<file path="config.mk">
export PLATFORM = sky130hd
export DESIGN_NAME = urx_recovery
export DESIGN_NICKNAME = d
export VERILOG_FILES = /design/src/urx_sync.v /design/src/urx_recovery.v
export VERILOG_INCLUDE_DIRS = /design/src
export SDC_FILE = /design/constraint.sdc
export NUM_CORES = 1
export LEC_CHECK = 0
export BUFFER_PORTS_ARGS = -buffer_cell sky130_fd_sc_hd__clkbuf_2
export CAP_MARGIN = 20
export CELL_PAD_IN_SITES_DETAIL_PLACEMENT = 0
export CELL_PAD_IN_SITES_GLOBAL_PLACEMENT = 1
export CORE_UTILIZATION = 45
export CTS_CLUSTER_DIAMETER = 150
export CTS_CLUSTER_SIZE = 20
export DETAILED_ROUTE_END_ITERATION = 10
export PLACE_DENSITY_LB_ADDON = 0.1
export RECOVER_POWER = 50
export SLEW_MARGIN = 20
export SYNTH_ARGS = -nofsm -noshare
export SYNTH_HDL_FRONTEND = slang
export SYNTH_SLANG_ARGS = --single-unit
</file>
<file path="constraint.sdc">
create_clock -name mclk -period 3.4 [get_ports mclk]
set_input_delay 0.68 -clock mclk [delete_from_list [all_inputs] [get_ports mclk]]
set_output_delay 0.68 -clock mclk [all_outputs]
set_load 0.01 [all_outputs]
</file>
<file path="src/urx_consts.vh">
`ifndef URX_CONSTS_VH
`define URX_CONSTS_VH

// Samples per bit in each speed mode.
`define URX_SPB_NORMAL 5'h10
`define URX_SPB_DOUBLE 5'h08
// First centre sample of a bit, numbered from one.
`define URX_VOTE_FIRST_NORMAL 5'h08
`define URX_VOTE_FIRST_DOUBLE 5'h04
// Data-plus-parity bit count limits.
`define URX_DBITS_MIN 4'h5
`define URX_DBITS_MAX 4'h0a
`define URX_DWIDTH 10
// Sequencer states.
`define URX_ST_IDLE 2'h0
`define URX_ST_START 2'h1
`define URX_ST_DATA 2'h2
`define URX_ST_STOP 2'h3

`endif

</file>
<file path="src/urx_sync.v">
`timescale 1ns/100ps
`default_nettype none

// Two-flop synchroniser; the first stage feeds only the second.
module urx_sync (
    input wire mclk,
    input wire reset_n,
    input wire clk_en,
    input wire din,
    output wire dout
);
    reg meta_ff;
    reg sync_ff;

    // The line idles high, so both stages reset high.
    always @(posedge mclk or negedge reset_n) begin
        if (!reset_n) begin
            meta_ff <= 1'b1;
            sync_ff <= 1'b1;
        end else if (clk_en) begin
            meta_ff <= din;
            sync_ff <= meta_ff;
        end
    end

    assign dout = sync_ff;
endmodule // urx_sync

`default_nettype wire

</file>
<file path="src/urx_recovery.v">
// Behaviour
// - The serial input is sampled on every sample tick, a tick being 16 per bit normally and 8 per bit in double speed.
// - When idle the block watches for a high-to-low change and then starts start-bit validation.
// - With the first low sample as sample one, samples 8,9,10 (normal) or 4,5,6 (double) validate the start bit.
// - If two or more validation samples are high the start is dropped as noise and the search resumes.
// - A valid start bit realigns the bit timing and starts data recovery, anew for every frame.
// - A per-bit sequencer has one state per sample, 16 states normally and 8 in double speed.
// - Each bit is the majority of its three centre samples.
// - Recovery runs through data, optional parity and the first stop bit, and further stop bits are ignored.
// - The stop bit is voted the same way and a zero stop bit sets the frame error flag for that frame.
// - In normal mode a new falling edge is accepted right after the last stop voting sample, later in double speed.
`timescale 1ns/100ps
`default_nettype none
`include "urx_consts.vh"

module urx_recovery (
    input wire mclk,
    input wire reset_n,
    input wire clk_en,
    input wire rx_serial,
    input wire sample_tick,
    input wire double_speed_select,
    input wire [3:0] frame_bits,
    output reg [9:0] rx_data_ff,
    output reg frame_error_flag_ff,
    output reg rx_valid_ff,
    output wire rx_busy
);
    ////////////////////////////////////////////////////////////////////////
    // Majority of three samples, used for start, data and stop bits.
    function maj3;
        input [2:0] s;
        begin
            maj3 = (s[0] & s[1]) | (s[0] & s[2]) | (s[1] & s[2]);
        end
    endfunction

    // Clamp the configured bit count into the legal five to ten range.
    function [3:0] clamp_bits;
        input [3:0] n;
        begin
            if (n < `URX_DBITS_MIN) begin
                clamp_bits = `URX_DBITS_MIN;
            end else if (n > `URX_DBITS_MAX) begin
                clamp_bits = `URX_DBITS_MAX;
            end else begin
                clamp_bits = n;
            end
        end
    endfunction

    ////////////////////////////////////////////////////////////////////////
    wire rx_sync;
    reg [1:0] state_ff;
    reg [1:0] nxt_state;
    reg [4:0] phase_ff;
    reg [4:0] nxt_phase;
    reg [2:0] votes_ff;
    reg [2:0] nxt_votes;
    reg [3:0] bitcnt_ff;
    reg [3:0] nxt_bitcnt;
    reg [9:0] shift_ff;
    reg [9:0] nxt_shift;
    reg [3:0] nbits_ff;
    reg [3:0] nxt_nbits;
    reg prev_ff;
    reg [9:0] nxt_data;
    reg nxt_fe;
    reg nxt_valid;
    reg bit_vote;

    // Synchronise the line before any logic looks at it.
    urx_sync u_sync (
        .mclk(mclk),
        .reset_n(reset_n),
        .clk_en(clk_en),
        .din(rx_serial),
        .dout(rx_sync)
    );

    // Mode-dependent sample positions; sample numbers equal phase plus one.
    wire [4:0] spb = double_speed_select ? `URX_SPB_DOUBLE : `URX_SPB_NORMAL;
    wire [4:0] vfirst = double_speed_select ? `URX_VOTE_FIRST_DOUBLE
                                            : `URX_VOTE_FIRST_NORMAL;
    wire [4:0] samp_no = phase_ff + 5'h01;
    wire in_window = (samp_no >= vfirst) && (samp_no <= vfirst + 5'h02);
    wire last_vote = (samp_no == vfirst + 5'h02);
    wire fall = prev_ff & ~rx_sync;

    assign rx_busy = (state_ff != `URX_ST_IDLE);

    ////////////////////////////////////////////////////////////////////////
    // How a frame walks through the sequencer.
    // The phase counter runs from zero up to the samples-per-bit count less
    // one, and the sample number inside a bit is always the phase plus one.
    // In the idle state the tick that shows the first low sample is sample
    // one of the start bit, so the phase is loaded with one for the next tick.
    // The three centre samples are shifted into a small vote register; the
    // last of them is stored too, but is voted directly with the two before it.
    // A start bit that votes high is dropped at its last centre sample, and
    // the search for an edge resumes at once.
    // A start bit that votes low runs to its last sample, and the data state
    // begins on the following tick, aligned to this start bit alone.
    // Every data bit is voted at its last centre sample and shifted in from
    // the top, so the first bit on the line ends up in bit zero after the
    // final right shift by the unused width.
    // After the last data bit the stop state votes the first stop bit and
    // returns to idle at once, which in normal mode lets a new start be seen straight after.
    // Any second stop bit is simply idle line time to this logic.
    // Limitation: the speed mode must not change while a frame is in flight,
    // since it steers the counter; the frame width is latched at the start edge.
    // Trade-off: one phase counter serves all bit kinds, which saves area
    // but means the start bit runs its full length before data begins.
    ////////////////////////////////////////////////////////////////////////
    // Sequencer: one state per sample inside each bit.
    always @* begin
        nxt_state = state_ff;
        nxt_phase = phase_ff;
        nxt_votes = votes_ff;
        nxt_bitcnt = bitcnt_ff;
        nxt_shift = shift_ff;
        nxt_nbits = nbits_ff;
        nxt_data = rx_data_ff;
        nxt_fe = frame_error_flag_ff;
        nxt_valid = 1'b0;
        bit_vote = maj3({rx_sync, votes_ff[1:0]});
        if (sample_tick) begin
            case (state_ff)
                `URX_ST_IDLE: begin
                    // The first low sample is sample one, so phase starts at one next.
                    if (fall) begin
                        nxt_state = `URX_ST_START;
                        nxt_phase = 5'h01;
                        nxt_votes = 3'h0;
                        nxt_nbits = clamp_bits(frame_bits);
                    end
                end
                default: begin
                    if (in_window) begin
                        nxt_votes = {votes_ff[1:0], rx_sync};
                    end
                    nxt_phase = (phase_ff == spb - 5'h01) ? 5'h00 : phase_ff + 5'h01;
                    if (last_vote) begin
                        case (state_ff)
                            `URX_ST_START: begin
                                // Noise spikes go back to searching for an edge.
                                if (bit_vote) begin
                                    nxt_state = `URX_ST_IDLE;
                                end
                            end
                            `URX_ST_DATA: begin
                                nxt_shift = {bit_vote, shift_ff[9:1]};
                                nxt_bitcnt = bitcnt_ff + 4'h1;
                            end
                            default: begin
                                // Only the first stop bit is looked at; the line may
                                // start the next frame right after this sample in normal mode.
                                nxt_state = `URX_ST_IDLE;
                                nxt_fe = ~bit_vote;
                                nxt_data = shift_ff >> (4'h0a - nbits_ff);
                                nxt_valid = 1'b1;
                            end
                        endcase
                    end
                    // Bit boundaries advance the frame position; the start realigns here.
                    if (phase_ff == spb - 5'h01) begin
                        if (state_ff == `URX_ST_START) begin
                            nxt_state = `URX_ST_DATA;
                            nxt_bitcnt = 4'h0;
                        end else if (state_ff == `URX_ST_DATA && bitcnt_ff == nbits_ff) begin
                            nxt_state = `URX_ST_STOP;
                        end
                    end
                end
            endcase
        end
    end

    ////////////////////////////////////////////////////////////////////////
    // State registers; previous sample tracks the line only on ticks.
    // In normal mode the last stop vote sample itself is the high half of
    // the next edge, so a low on the very next tick starts a frame.
    // In double speed the edge detector needs one fresh high sample after
    // the stop vote, so the earliest accepted start comes later there.
    // A start always needs a real high-to-low change: a line that stays
    // low through a bad stop bit must not start a frame by itself.
    always @(posedge mclk or negedge reset_n) begin
        if (!reset_n) begin
            state_ff <= `URX_ST_IDLE;
            phase_ff <= 5'h00;
            votes_ff <= 3'h0;
            bitcnt_ff <= 4'h0;
            shift_ff <= 10'h000;
            nbits_ff <= `URX_DBITS_MIN;
            prev_ff <= 1'b1;
            rx_data_ff <= 10'h000;
            frame_error_flag_ff <= 1'b0;
            rx_valid_ff <= 1'b0;
        end else if (clk_en) begin
            state_ff <= nxt_state;
            phase_ff <= nxt_phase;
            votes_ff <= nxt_votes;
            bitcnt_ff <= nxt_bitcnt;
            shift_ff <= nxt_shift;
            nbits_ff <= nxt_nbits;
            if (sample_tick) begin
                // Double speed forgets the stop vote sample to delay the next start.
                prev_ff <= (state_ff == `URX_ST_STOP && last_vote && double_speed_select)
                           ? 1'b0 : rx_sync;
            end
            rx_data_ff <= nxt_data;
            frame_error_flag_ff <= nxt_fe;
            rx_valid_ff <= nxt_valid;
        end
    end
endmodule // urx_recovery

`default_nettype wire

</file>
==> results of run 1 <==
## synthesized netlist by cell type (all sizes together)
master | n | area share, %
o21a | 1 | 0.30
inv | 14 | 2.1
a21boi | 1 | 0.30
nand2b | 1 | 0.25
nor3 | 3 | 0.81
nand3 | 8 | 2.1
nor2 | 13 | 2.3
nand3b | 1 | 0.30
and3 | 1 | 0.25
a211o | 1 | 0.35
buf | 5 | 1.5
a211oi | 3 | 0.91
dfrtp | 37 | 37
mux2 | 18 | 8.9
nand4 | 4 | 1.6
o31ai | 1 | 0.30
dfstp | 5 | 5.3
a221o | 1 | 0.40
nand2 | 30 | 4.5
or3 | 3 | 0.76
a32o | 2 | 0.81
o22ai | 1 | 0.25
a31oi | 1 | 0.25
ha | 12 | 6.1
a21o | 2 | 0.61
o21ai | 28 | 5.7
o221a | 1 | 0.45
clkbuf | 2 | 0.30
a21oi | 12 | 2.4
xor2 | 6 | 2.1
o211ai | 1 | 0.30
mux2i | 11 | 4.4
or4 | 1 | 0.45
xnor2 | 8 | 3.9
and4 | 1 | 0.35
nor4 | 3 | 1.0
## worst min path at each step
stage | slack, ns | from | end
after floorplan | 0.38 | reset_n | bitcnt_ff[0]$_DFFE_PN0P_
after global placement | 0.45 | frame_error_flag_ff$_DFFE_PN0P_ | frame_error_flag_ff$_DFFE_PN0P_
after detailed placement | 0.47 | prev_ff$_DFFE_PN1P_ | prev_ff$_DFFE_PN1P_
after CTS | 0.49 | prev_ff$_DFFE_PN1P_ | prev_ff$_DFFE_PN1P_
after global routing | 0.51 | prev_ff$_DFFE_PN1P_ | prev_ff$_DFFE_PN1P_
final | 0.48 | prev_ff$_DFFE_PN1P_ | prev_ff$_DFFE_PN1P_
## flip-flops by register name (all words and copies together) (netlist names)
| name | flops |
|---|---|
| frame_error_flag_ff | 1 |
| prev_ff | 1 |
| rx_data_ff | 10 |
| bitcnt_ff | 4 |
| nbits_ff | 4 |
| u_sync.meta_ff | 1 |
| shift_ff | 10 |
| rx_valid_ff | 1 |
| votes_ff | 2 |
| phase_ff | 5 |
| u_sync.dout | 1 |
| state_ff | 2 |
## power groups by stage
stage / logic [mW] / clock network [mW] / registers (mW)
floorplan: 0.560 / 0 / 0.676
global placement: 0.667 / 0 / 0.721
detailed placement: 0.668 / 0 / 0.724
CTS: 0.670 / 0.341 / 0.714
global route: 0.737 / 0.359 / 0.732
finish: 0.661 / 0.332 / 0.716
## cell families after synthesis
family,after synthesis,synth area share [%]
muxes,29,13.4
adders and majority gates,12,6.05
AOI/OAI and AO/OA,56,13.3
and+or+nand+nor,69,14.7
DFF,42,42.6
buffers and inverters,21,3.88
xor gates and xnor gates,14,6.00
## layer usage
metal | wire length, µm | global-route usage (%) | share of wire (%) | up-vias
met5 | 0 | 0 | 0 | -
li1 | - | - | - | 909
met3 | 199 | 3.95 | 4.2 | 6
met2 | 1940 | 25.4 | 41 | 35
met1 | 2590 | 27.6 | 54 | 818
met4 | 53 | 5.19 | 1.1 | 0
## worst reg2reg max path, cell delays in order, from the launching register on
cell	delay, ns
sky130_fd_sc_hd__dfrtp_1	0.45
sky130_fd_sc_hd__ha_1	0.31
sky130_fd_sc_hd__xor2_1	0.20
sky130_fd_sc_hd__ha_1	0.34
sky130_fd_sc_hd__nand4_1	0.25
sky130_fd_sc_hd__or4_4	0.67
sky130_fd_sc_hd__a31oi_1	0.19
sky130_fd_sc_hd__a21oi_1	0.08
## per-stage QoR
step / setup WS, ns / cells / total power [mW] / hold WS, ns / instance area, µm²
floorplan: 1.07 / 243 / 1.24 / 0.384 / 2480
global placement: 0.869 / 328 / 1.39 / 0.455 / 2630
detailed placement: 0.820 / 328 / 1.39 / 0.472 / 2630
CTS: 0.804 / 336 / 1.73 / 0.486 / 2720
global route: 0.541 / 336 / 1.83 / 0.509 / 2710
finish: 0.801 / 336 / 1.71 / 0.480 / 2710
## layout make-up
| class | count | area share, % |
|---|---|---|
| clock buffers | 6 | 2.68 |
| clock inverters | 2 | 0.507 |
| inverters | 14 | 1.94 |
| multi-input cells | 180 | 48.9 |
| flip-flops and latches | 42 | 39.0 |
| well taps | 70 | 3.23 |
| repair buffers | 22 | 3.78 |
==> flow_summary.html, run 1 <==
<table>
<tr><th>Metric</th><th>Value</th></tr>
<tr><th colspan="2">CTS</th></tr>
<tr><td>Clock H-tree levels</td><td>2</td></tr>
<tr><td>Clock buffer depth</td><td>2</td></tr>
<tr><td>Clock root cell</td><td>sky130_fd_sc_hd__clkbuf_8</td></tr>
<tr><td>Buffers inserted during post-CTS setup optimization</td><td>0</td></tr>
<tr><td>Hold bufs inserted after CTS</td><td>0</td></tr>
<tr><td>Inserted Clock Buffers</td><td>5</td></tr>
<tr><td>Clock tree sinks</td><td>42</td></tr>
<tr><td>Post-CTS clock slew at the launch and capture registers of the worst setup and hold paths</td><td>0.08 ns</td></tr>
<tr><td>Gates resized, CTS repair</td><td>0</td></tr>
<tr><td>Clock tree from TritonCTS</td><td>done</td></tr>
<tr><td>Clk_lat worst skew</td><td>0.30 ns</td></tr>
<tr><th colspan="2">Floorplanning</th></tr>
<tr><td>Area of the die</td><td>between 0.005 and 0.006 mm²</td></tr>
<tr><td>Starting Density</td><td>47.6%</td></tr>
<tr><td>Area of the placeable core</td><td>0.00520 mm²</td></tr>
<tr><td>Floorplan die width</td><td>76.2 µm</td></tr>
<tr><td>Number of I/O pins</td><td>23</td></tr>
<tr><td>FP Rows</td><td>26</td></tr>
<tr><td>Die Ht</td><td>76.2 µm</td></tr>
<tr><th colspan="2">Power</th></tr>
<tr><td>Sequential fraction of design power</td><td>41.9%</td></tr>
<tr><td>Sw power</td><td>0.689 mW</td></tr>
<tr><td>Lkg Pwr</td><td>1.25 nW</td></tr>
<tr><td>Max IR drop VDD</td><td>270 µV</td></tr>
<tr><td>Net Sw Frac</td><td>40.3%</td></tr>
<tr><td>Internal power</td><td>1.02 mW</td></tr>
<tr><td>Clock Power Share</td><td>19.4%</td></tr>
<tr><td>Combinational power share</td><td>38.7%</td></tr>
<tr><td>Total power divided by cell area</td><td>630 mW/mm²</td></tr>
<tr><th colspan="2">Worst setup path</th></tr>
<tr><td>End point of the critical path</td><td>rx_data_ff[1]$_DFFE_PN0P_</td></tr>
<tr><td>Cell Chain, Critical Path</td><td>ha_1, xor2_1, ha_1, nand4_1, or4_4, a31oi_1, a21oi_1</td></tr>
<tr><td>Arrival time reported for the critical path endpoint</td><td>2.79 ns</td></tr>
<tr><td>Launching element type of the critical path</td><td>flip-flop</td></tr>
<tr><td>Largest delay contributor family on the critical path</td><td>simple AND/OR/NAND/NOR gates</td></tr>
<tr><td>Most frequent cell on the critical path</td><td>sky130_fd_sc_hd__ha_1</td></tr>
<tr><td>R2r startpoint</td><td>phase_ff[0]$_DFFE_PN0P_</td></tr>
<tr><td>Critical path startpoint</td><td>phase_ff[0]$_DFFE_PN0P_</td></tr>
<tr><td>CP Capture Type</td><td>flip-flop</td></tr>
<tr><td>Buffers and inverters on the worst path</td><td>0</td></tr>
<tr><td>WP data required</td><td>3.59 ns</td></tr>
<tr><td>Reg2reg end</td><td>rx_data_ff[1]$_DFFE_PN0P_</td></tr>
<tr><td>Crit Path Category</td><td>flip-flop to flip-flop</td></tr>
<tr><td>Depth of the most critical reg-to-reg path</td><td>7</td></tr>
<tr><td>Critical path peak fanout</td><td>12</td></tr>
<tr><td>Minimum setup slack among reg-to-reg paths</td><td>0.80 ns</td></tr>
<tr><td>Cell with the largest stage delay on the worst path</td><td>sky130_fd_sc_hd__or4_4</td></tr>
<tr><td>CP max stage delay</td><td>0.67 ns</td></tr>
<tr><td>Total stage count of the critical path</td><td>7</td></tr>
<tr><th colspan="2">Timing</th></tr>
<tr><td>Final Cycle Share</td><td>between 70 and 80%</td></tr>
<tr><td>Fin. Hold Viols</td><td>0</td></tr>
<tr><td>Minimum clock period after layout</td><td>roughly 2.6 ns</td></tr>
<tr><td>Worst rel slew slack</td><td>-49.3%</td></tr>
<tr><td>Maximum clock skew at final layout</td><td>0.00774 ns</td></tr>
<tr><td>Worst Max-Slew Pin Slew</td><td>about 2.2 ns</td></tr>
<tr><td>RSZ-0062 raised after global routing</td><td>no</td></tr>
<tr><td>Maximum clock rate</td><td>just under 400 MHz</td></tr>
<tr><td>Count of final max-slew check failures</td><td>43</td></tr>
<tr><td>Setup violations, final</td><td>0</td></tr>
<tr><td>Post-route setup TNS</td><td>0 ns</td></tr>
<tr><th colspan="2">Detailed routing</th></tr>
<tr><td>Mean number of vias per cell</td><td>between 5 and 6</td></tr>
<tr><td>Detailed-route via count</td><td>1768</td></tr>
<tr><td>Number of nets still failing antenna checks after routing</td><td>0</td></tr>
<tr><td>Number of search-and-repair iterations in the first detailed-routing pass</td><td>4</td></tr>
<tr><td>Number of DRC markers in iteration 0</td><td>78</td></tr>
<tr><td>Detailed-route wire length</td><td>4780 µm</td></tr>
<tr><td>Post-DR wirelength/cell</td><td>roughly 14 µm</td></tr>
<tr><td>Detailed-route DRC error count</td><td>0</td></tr>
<tr><th colspan="2">Synth</th></tr>
<tr><td>Number of storage elements in the synthesis netlist</td><td>42</td></tr>
<tr><td>Number of warning messages in the yosys log</td><td>0</td></tr>
<tr><td>Part of the Yosys area used for sequential elements</td><td>42.6%</td></tr>
<tr><td>Gate count of the mapped netlist</td><td>around 240</td></tr>
<tr><td>Synthesized cell area</td><td>0.00248 mm²</td></tr>
<tr><td>Number of distinct library cell variants in the gate-level netlist after synthesis</td><td>48</td></tr>
<tr><td>Synthesized area per cell</td><td>10.2 µm²</td></tr>
<tr><td>Number of nets produced by synthesis</td><td>265</td></tr>
<tr><th colspan="2">Layout</th></tr>
<tr><td>Most common cell after layout, fill and taps aside</td><td>sky130_fd_sc_hd__dfrtp_1</td></tr>
<tr><td>Fraction of layout cells with a size suffix above 1</td><td>20.3%</td></tr>
<tr><td>Combined area of the multi-input logic cells</td><td>0.00133 mm²</td></tr>
<tr><td>Filler cell count</td><td>just over 500</td></tr>
<tr><td>Fraction of the core area covered by cells at the end of the flow</td><td>52.1%</td></tr>
<tr><td>FF+latch area</td><td>0.00106 mm²</td></tr>
<tr><td>Area added between synthesis and finish</td><td>9.38%</td></tr>
<tr><td>Highest-count cells in the layout ignoring fill and taps</td><td>37 x sky130_fd_sc_hd__dfrtp_1, 30 x sky130_fd_sc_hd__nand2_1, 17 x sky130_fd_sc_hd__o21ai_0</td></tr>
<tr><td>Nets@finish</td><td>287</td></tr>
<tr><td>Count of antenna diodes in the layout</td><td>0</td></tr>
<tr><th colspan="2">Placed design</th></tr>
<tr><td>RD Place Congestion</td><td>0.798</td></tr>
<tr><td>Total half-perimeter wirelength after legalization and detailed placement</td><td>~3400 µm</td></tr>
<tr><td>Count of input and output buffers</td><td>22</td></tr>
<tr><th colspan="2">GRT</th></tr>
<tr><td>Vias in the first global route</td><td>1632</td></tr>
<tr><td>Pin count of the biggest net entering global routing</td><td>43</td></tr>
<tr><td>Remaining Overflow, GRT</td><td>0</td></tr>
<tr><td>First-pass GRT wire length</td><td>8330 µm</td></tr>
<tr><td>Initial antenna violation count</td><td>0</td></tr>
<tr><td>Aggregate global-route resource usage</td><td>between 10% and 20%</td></tr>
<tr><th colspan="2">Run status</th></tr>
<tr><td>Violated checks</td><td>capacitance limit, slew limit</td></tr>
<tr><td>Status</td><td>finished, violations left</td></tr>
<tr><th colspan="2">Hold path</th></tr>
<tr><td>Class of the tightest hold or removal check</td><td>flip-flop to flip-flop</td></tr>
<tr><td>Worst hold stages</td><td>2</td></tr>
<tr><th colspan="2">Run</th></tr>
<tr><td>Number of maximum-capacitance violations</td><td>1</td></tr>
</table>
Power figures use the tool's default switching activity.
==> run 2: changes to the inputs <==
clock period = 2.7 ns   (was 3.4 ns; I/O delays follow)
==> run 2 against run 1 <==
The flow now finishes without violations. Combinational power up 37%. Non-clock buffer count grew 6. Via count grew 0.79%. Clock-buffer cell count did not move. Sequential power rose by 21%. Clock skew decreased by 0.0028 ns. Largest cell class unchanged. Highest routed layer unchanged.
==> flow_summary.html, run 2 (synthesis gave the netlist of run 1 again) <==
<table>
<tr><th>Metric</th><th>Value</th></tr>
<tr><th colspan="2">Detailed routing</th></tr>
<tr><td>Detailed-route via count</td><td>between 1500 and 2000</td></tr>
<tr><td>Number of DRC markers in iteration 0</td><td>80</td></tr>
<tr><td>Highest layer used for signal routing</td><td>met4</td></tr>
<tr><td>Post-DR wirelength/cell</td><td>around 14 µm</td></tr>
<tr><td>Number of nets still failing antenna checks after routing</td><td>0</td></tr>
<tr><td>Met1 Wirelength</td><td>2540 µm</td></tr>
<tr><td>Detailed-route DRC error count</td><td>0</td></tr>
<tr><td>DR WL met3</td><td>211 µm</td></tr>
<tr><td>Detailed-route wire length</td><td>about 4800 µm</td></tr>
<tr><td>Total met2 wirelength after detailed routing</td><td>1970 µm</td></tr>
<tr><td>Mean number of vias per cell</td><td>5.21</td></tr>
<tr><td>Number of search-and-repair iterations in the first detailed-routing pass</td><td>4</td></tr>
<tr><th colspan="2">CTS</th></tr>
<tr><td>Clk_lat worst skew</td><td>~0.3 ns</td></tr>
<tr><td>Clock root cell</td><td>sky130_fd_sc_hd__clkbuf_8</td></tr>
<tr><td>Clock buffer depth</td><td>2</td></tr>
<tr><td>Clock tree sinks</td><td>42</td></tr>
<tr><td>Gates resized, CTS repair</td><td>0</td></tr>
<tr><td>Post-CTS clock slew at the launch and capture registers of the worst setup and hold paths</td><td>around 0.080 ns</td></tr>
<tr><td>Buffers inserted during post-CTS setup optimization</td><td>0</td></tr>
<tr><td>Clock H-tree levels</td><td>2</td></tr>
<tr><td>Inserted Clock Buffers</td><td>5</td></tr>
<tr><td>Clock tree from TritonCTS</td><td>done</td></tr>
<tr><td>Hold bufs inserted after CTS</td><td>0</td></tr>
<tr><th colspan="2">Power</th></tr>
<tr><td>Sw power</td><td>0.865 mW</td></tr>
<tr><td>Combinational power share</td><td>approximately two fifths</td></tr>
<tr><td>Internal power</td><td>1.41 mW</td></tr>
<tr><td>Max IR drop VDD</td><td>~410 µV</td></tr>
<tr><td>Total power divided by cell area</td><td>818 mW/mm²</td></tr>
<tr><td>Net Sw Frac</td><td>38.1%</td></tr>
<tr><td>Clock Power Share</td><td>a little over a fifth</td></tr>
<tr><td>Sequential fraction of design power</td><td>a little under two fifths</td></tr>
<tr><td>Lkg Pwr</td><td>1.28 nW</td></tr>
<tr><th colspan="2">GRT</th></tr>
<tr><td>Pin count of the biggest net entering global routing</td><td>29</td></tr>
<tr><td>Vias in the first global route</td><td>1642</td></tr>
<tr><td>Initial antenna violation count</td><td>0</td></tr>
<tr><td>First-pass GRT wire length</td><td>8060 µm</td></tr>
<tr><td>Aggregate global-route resource usage</td><td>between 10% and 20%</td></tr>
<tr><td>Remaining Overflow, GRT</td><td>0</td></tr>
<tr><th colspan="2">Layout</th></tr>
<tr><td>Highest-count cells in the layout ignoring fill and taps</td><td>37 x sky130_fd_sc_hd__dfrtp_1, 30 x sky130_fd_sc_hd__nand2_1, 17 x sky130_fd_sc_hd__o21ai_0</td></tr>
<tr><td>Final standard cell area without fillers</td><td>0.00278 mm²</td></tr>
<tr><td>Count of antenna diodes in the layout</td><td>0</td></tr>
<tr><td>Filler cell count</td><td>516</td></tr>
<tr><td>Area added between synthesis and finish</td><td>12.0%</td></tr>
<tr><td>Leading registers by flop count</td><td>rx_data_ff x10, shift_ff x10, phase_ff x5</td></tr>
<tr><td>Most common cell after layout, fill and taps aside</td><td>sky130_fd_sc_hd__dfrtp_1</td></tr>
<tr><td>Nets@finish</td><td>just under 300</td></tr>
<tr><td>Fraction of layout cells with a size suffix above 1</td><td>21.7%</td></tr>
<tr><th colspan="2">Hold path</th></tr>
<tr><td>Class of the tightest hold or removal check</td><td>input port to async pin</td></tr>
<tr><th colspan="2">Worst setup path</th></tr>
<tr><td>Reg2reg end</td><td>rx_data_ff[1]$_DFFE_PN0P_</td></tr>
<tr><td>CP Capture Type</td><td>flip-flop</td></tr>
<tr><td>WP data required</td><td>roughly 2.9 ns</td></tr>
<tr><td>Arrival time reported for the critical path endpoint</td><td>2.70 ns</td></tr>
<tr><td>Minimum setup slack among reg-to-reg paths</td><td>0.19 ns</td></tr>
<tr><td>R2r startpoint</td><td>phase_ff[0]$_DFFE_PN0P_</td></tr>
<tr><td>Launching element type of the critical path</td><td>flip-flop</td></tr>
<tr><td>Critical path peak fanout</td><td>12</td></tr>
<tr><td>Crit Path Category</td><td>flip-flop to flip-flop</td></tr>
<tr><td>Depth of the most critical reg-to-reg path</td><td>7</td></tr>
<tr><th colspan="2">Timing</th></tr>
<tr><td>Post-route setup TNS</td><td>0 ns</td></tr>
<tr><td>Maximum clock rate</td><td>399 MHz</td></tr>
<tr><td>Worst Max-Slew Pin Slew</td><td>1.47 ns</td></tr>
<tr><td>Fin. Hold Viols</td><td>0</td></tr>
<tr><td>Count of final max-slew check failures</td><td>0</td></tr>
<tr><td>Maximum clock skew at final layout</td><td>0.00492 ns</td></tr>
<tr><td>RSZ-0062 raised after global routing</td><td>no</td></tr>
<tr><td>Final Cycle Share</td><td>approximately 93%</td></tr>
<tr><td>Setup violations, final</td><td>0</td></tr>
<tr><td>Minimum clock period after layout</td><td>2.51 ns</td></tr>
<tr><td>Worst rel slew slack</td><td>1.89%</td></tr>
<tr><th colspan="2">Placed design</th></tr>
<tr><td>Count of input and output buffers</td><td>22</td></tr>
<tr><td>RD Place Congestion</td><td>between 0.7 and 0.8</td></tr>
<tr><td>Instance area after placement</td><td>between 0.002 and 0.003 mm²</td></tr>
<tr><td>Total half-perimeter wirelength after legalization and detailed placement</td><td>3520 µm</td></tr>
<tr><th colspan="2">Floorplanning</th></tr>
<tr><td>Starting Density</td><td>between 40% and 50%</td></tr>
<tr><td>Floorplan die width</td><td>between 70 and 80 µm</td></tr>
<tr><td>FP Rows</td><td>26</td></tr>
<tr><td>Number of I/O pins</td><td>23</td></tr>
<tr><td>Area of the placeable core</td><td>0.00520 mm²</td></tr>
<tr><td>Area of the die</td><td>slightly below 0.006 mm²</td></tr>
<tr><td>Die Ht</td><td>76.2 µm</td></tr>
<tr><th colspan="2">Run</th></tr>
<tr><td>Number of maximum-capacitance violations</td><td>0</td></tr>
<tr><th colspan="2">Run status</th></tr>
<tr><td>Status</td><td>completed</td></tr>
</table>
## run 2: cell types whose count changed in the layout (fill, tap and decap cells not counted)
cell,change
sky130_fd_sc_hd__clkinv_2,-1
sky130_fd_sc_hd__buf_4,+5
sky130_fd_sc_hd__bufinv_16,+1
sky130_fd_sc_hd__clkbuf_1,+1
sky130_fd_sc_hd__clkinv_4,-1
sky130_fd_sc_hd__clkinvlp_4,+1
## run 2: metrics by stage
step	power [mW]	hold WS, ns	setup WS, ns	cells	util [%]
CTS	2.30	0.155	0.183	342	53.6
finish	2.27	0.309	0.195	342	53.4
global placement	1.79	0.455	0.238	334	51.5
floorplan	1.56	0.244	0.374	243	-
detailed placement	1.79	0.462	0.189	334	51.5
global route	2.43	0.404	0.0592	342	53.4
## run 2: how the worst max path moves through the flow
stage	start	end	slack (ns)	cells past startpoint
floorplan	phase_ff[0]$_DFFE_PN0P_	rx_data_ff[2]$_DFFE_PN0P_	0.37	8
detailed placement	phase_ff[0]$_DFFE_PN0P_	rx_data_ff[1]$_DFFE_PN0P_	0.19	7
global placement	phase_ff[0]$_DFFE_PN0P_	rx_data_ff[1]$_DFFE_PN0P_	0.24	7
finish	phase_ff[0]$_DFFE_PN0P_	rx_data_ff[1]$_DFFE_PN0P_	0.19	7
CTS	phase_ff[0]$_DFFE_PN0P_	rx_data_ff[1]$_DFFE_PN0P_	0.18	7
global route	reset_n	state_ff[0]$_DFFE_PN0P_	0.06	2
## run 2: final cells by class
type | instances | area (µm²) | share of cell area [%]
multi-input combinational | 180 | 1330 | 47.7
sequential | 42 | 1060 | 38.1
timing repair buffer | 28 | 144 | 5.18
tap | 70 | 87.6 | 3.15
clock buffer | 6 | 72.6 | 2.61
inverter | 14 | 52.6 | 1.89
clock inverter | 2 | 37.5 | 1.35
## run 2: metal layers
layer,up-vias,track usage [%]
li1,918,-
met2,39,24.8
met3,5,3.59
met1,820,26.7
met5,-,0
met4,0,6.35
## run 2: power groups by stage
stage / sequential [mW] / clock, mW / combinational [mW]
floorplan: 0.851 / 0 / 0.706
global placement: 0.876 / 0 / 0.909
detailed placement: 0.879 / 0 / 0.910
CTS: 0.867 / 0.518 / 0.912
global route: 0.889 / 0.536 / 1.00
finish: 0.866 / 0.499 / 0.907
## run 2: worst max-delay path, stage by stage, from the launching register on
cell and delay (ns):
sky130_fd_sc_hd__dfrtp_1 0.45, sky130_fd_sc_hd__ha_1 0.31, sky130_fd_sc_hd__xor2_1 0.20, sky130_fd_sc_hd__ha_1 0.34, sky130_fd_sc_hd__nand4_1 0.19, sky130_fd_sc_hd__or4_4 0.65, sky130_fd_sc_hd__a31oi_1 0.17, sky130_fd_sc_hd__a21oi_1 0.08
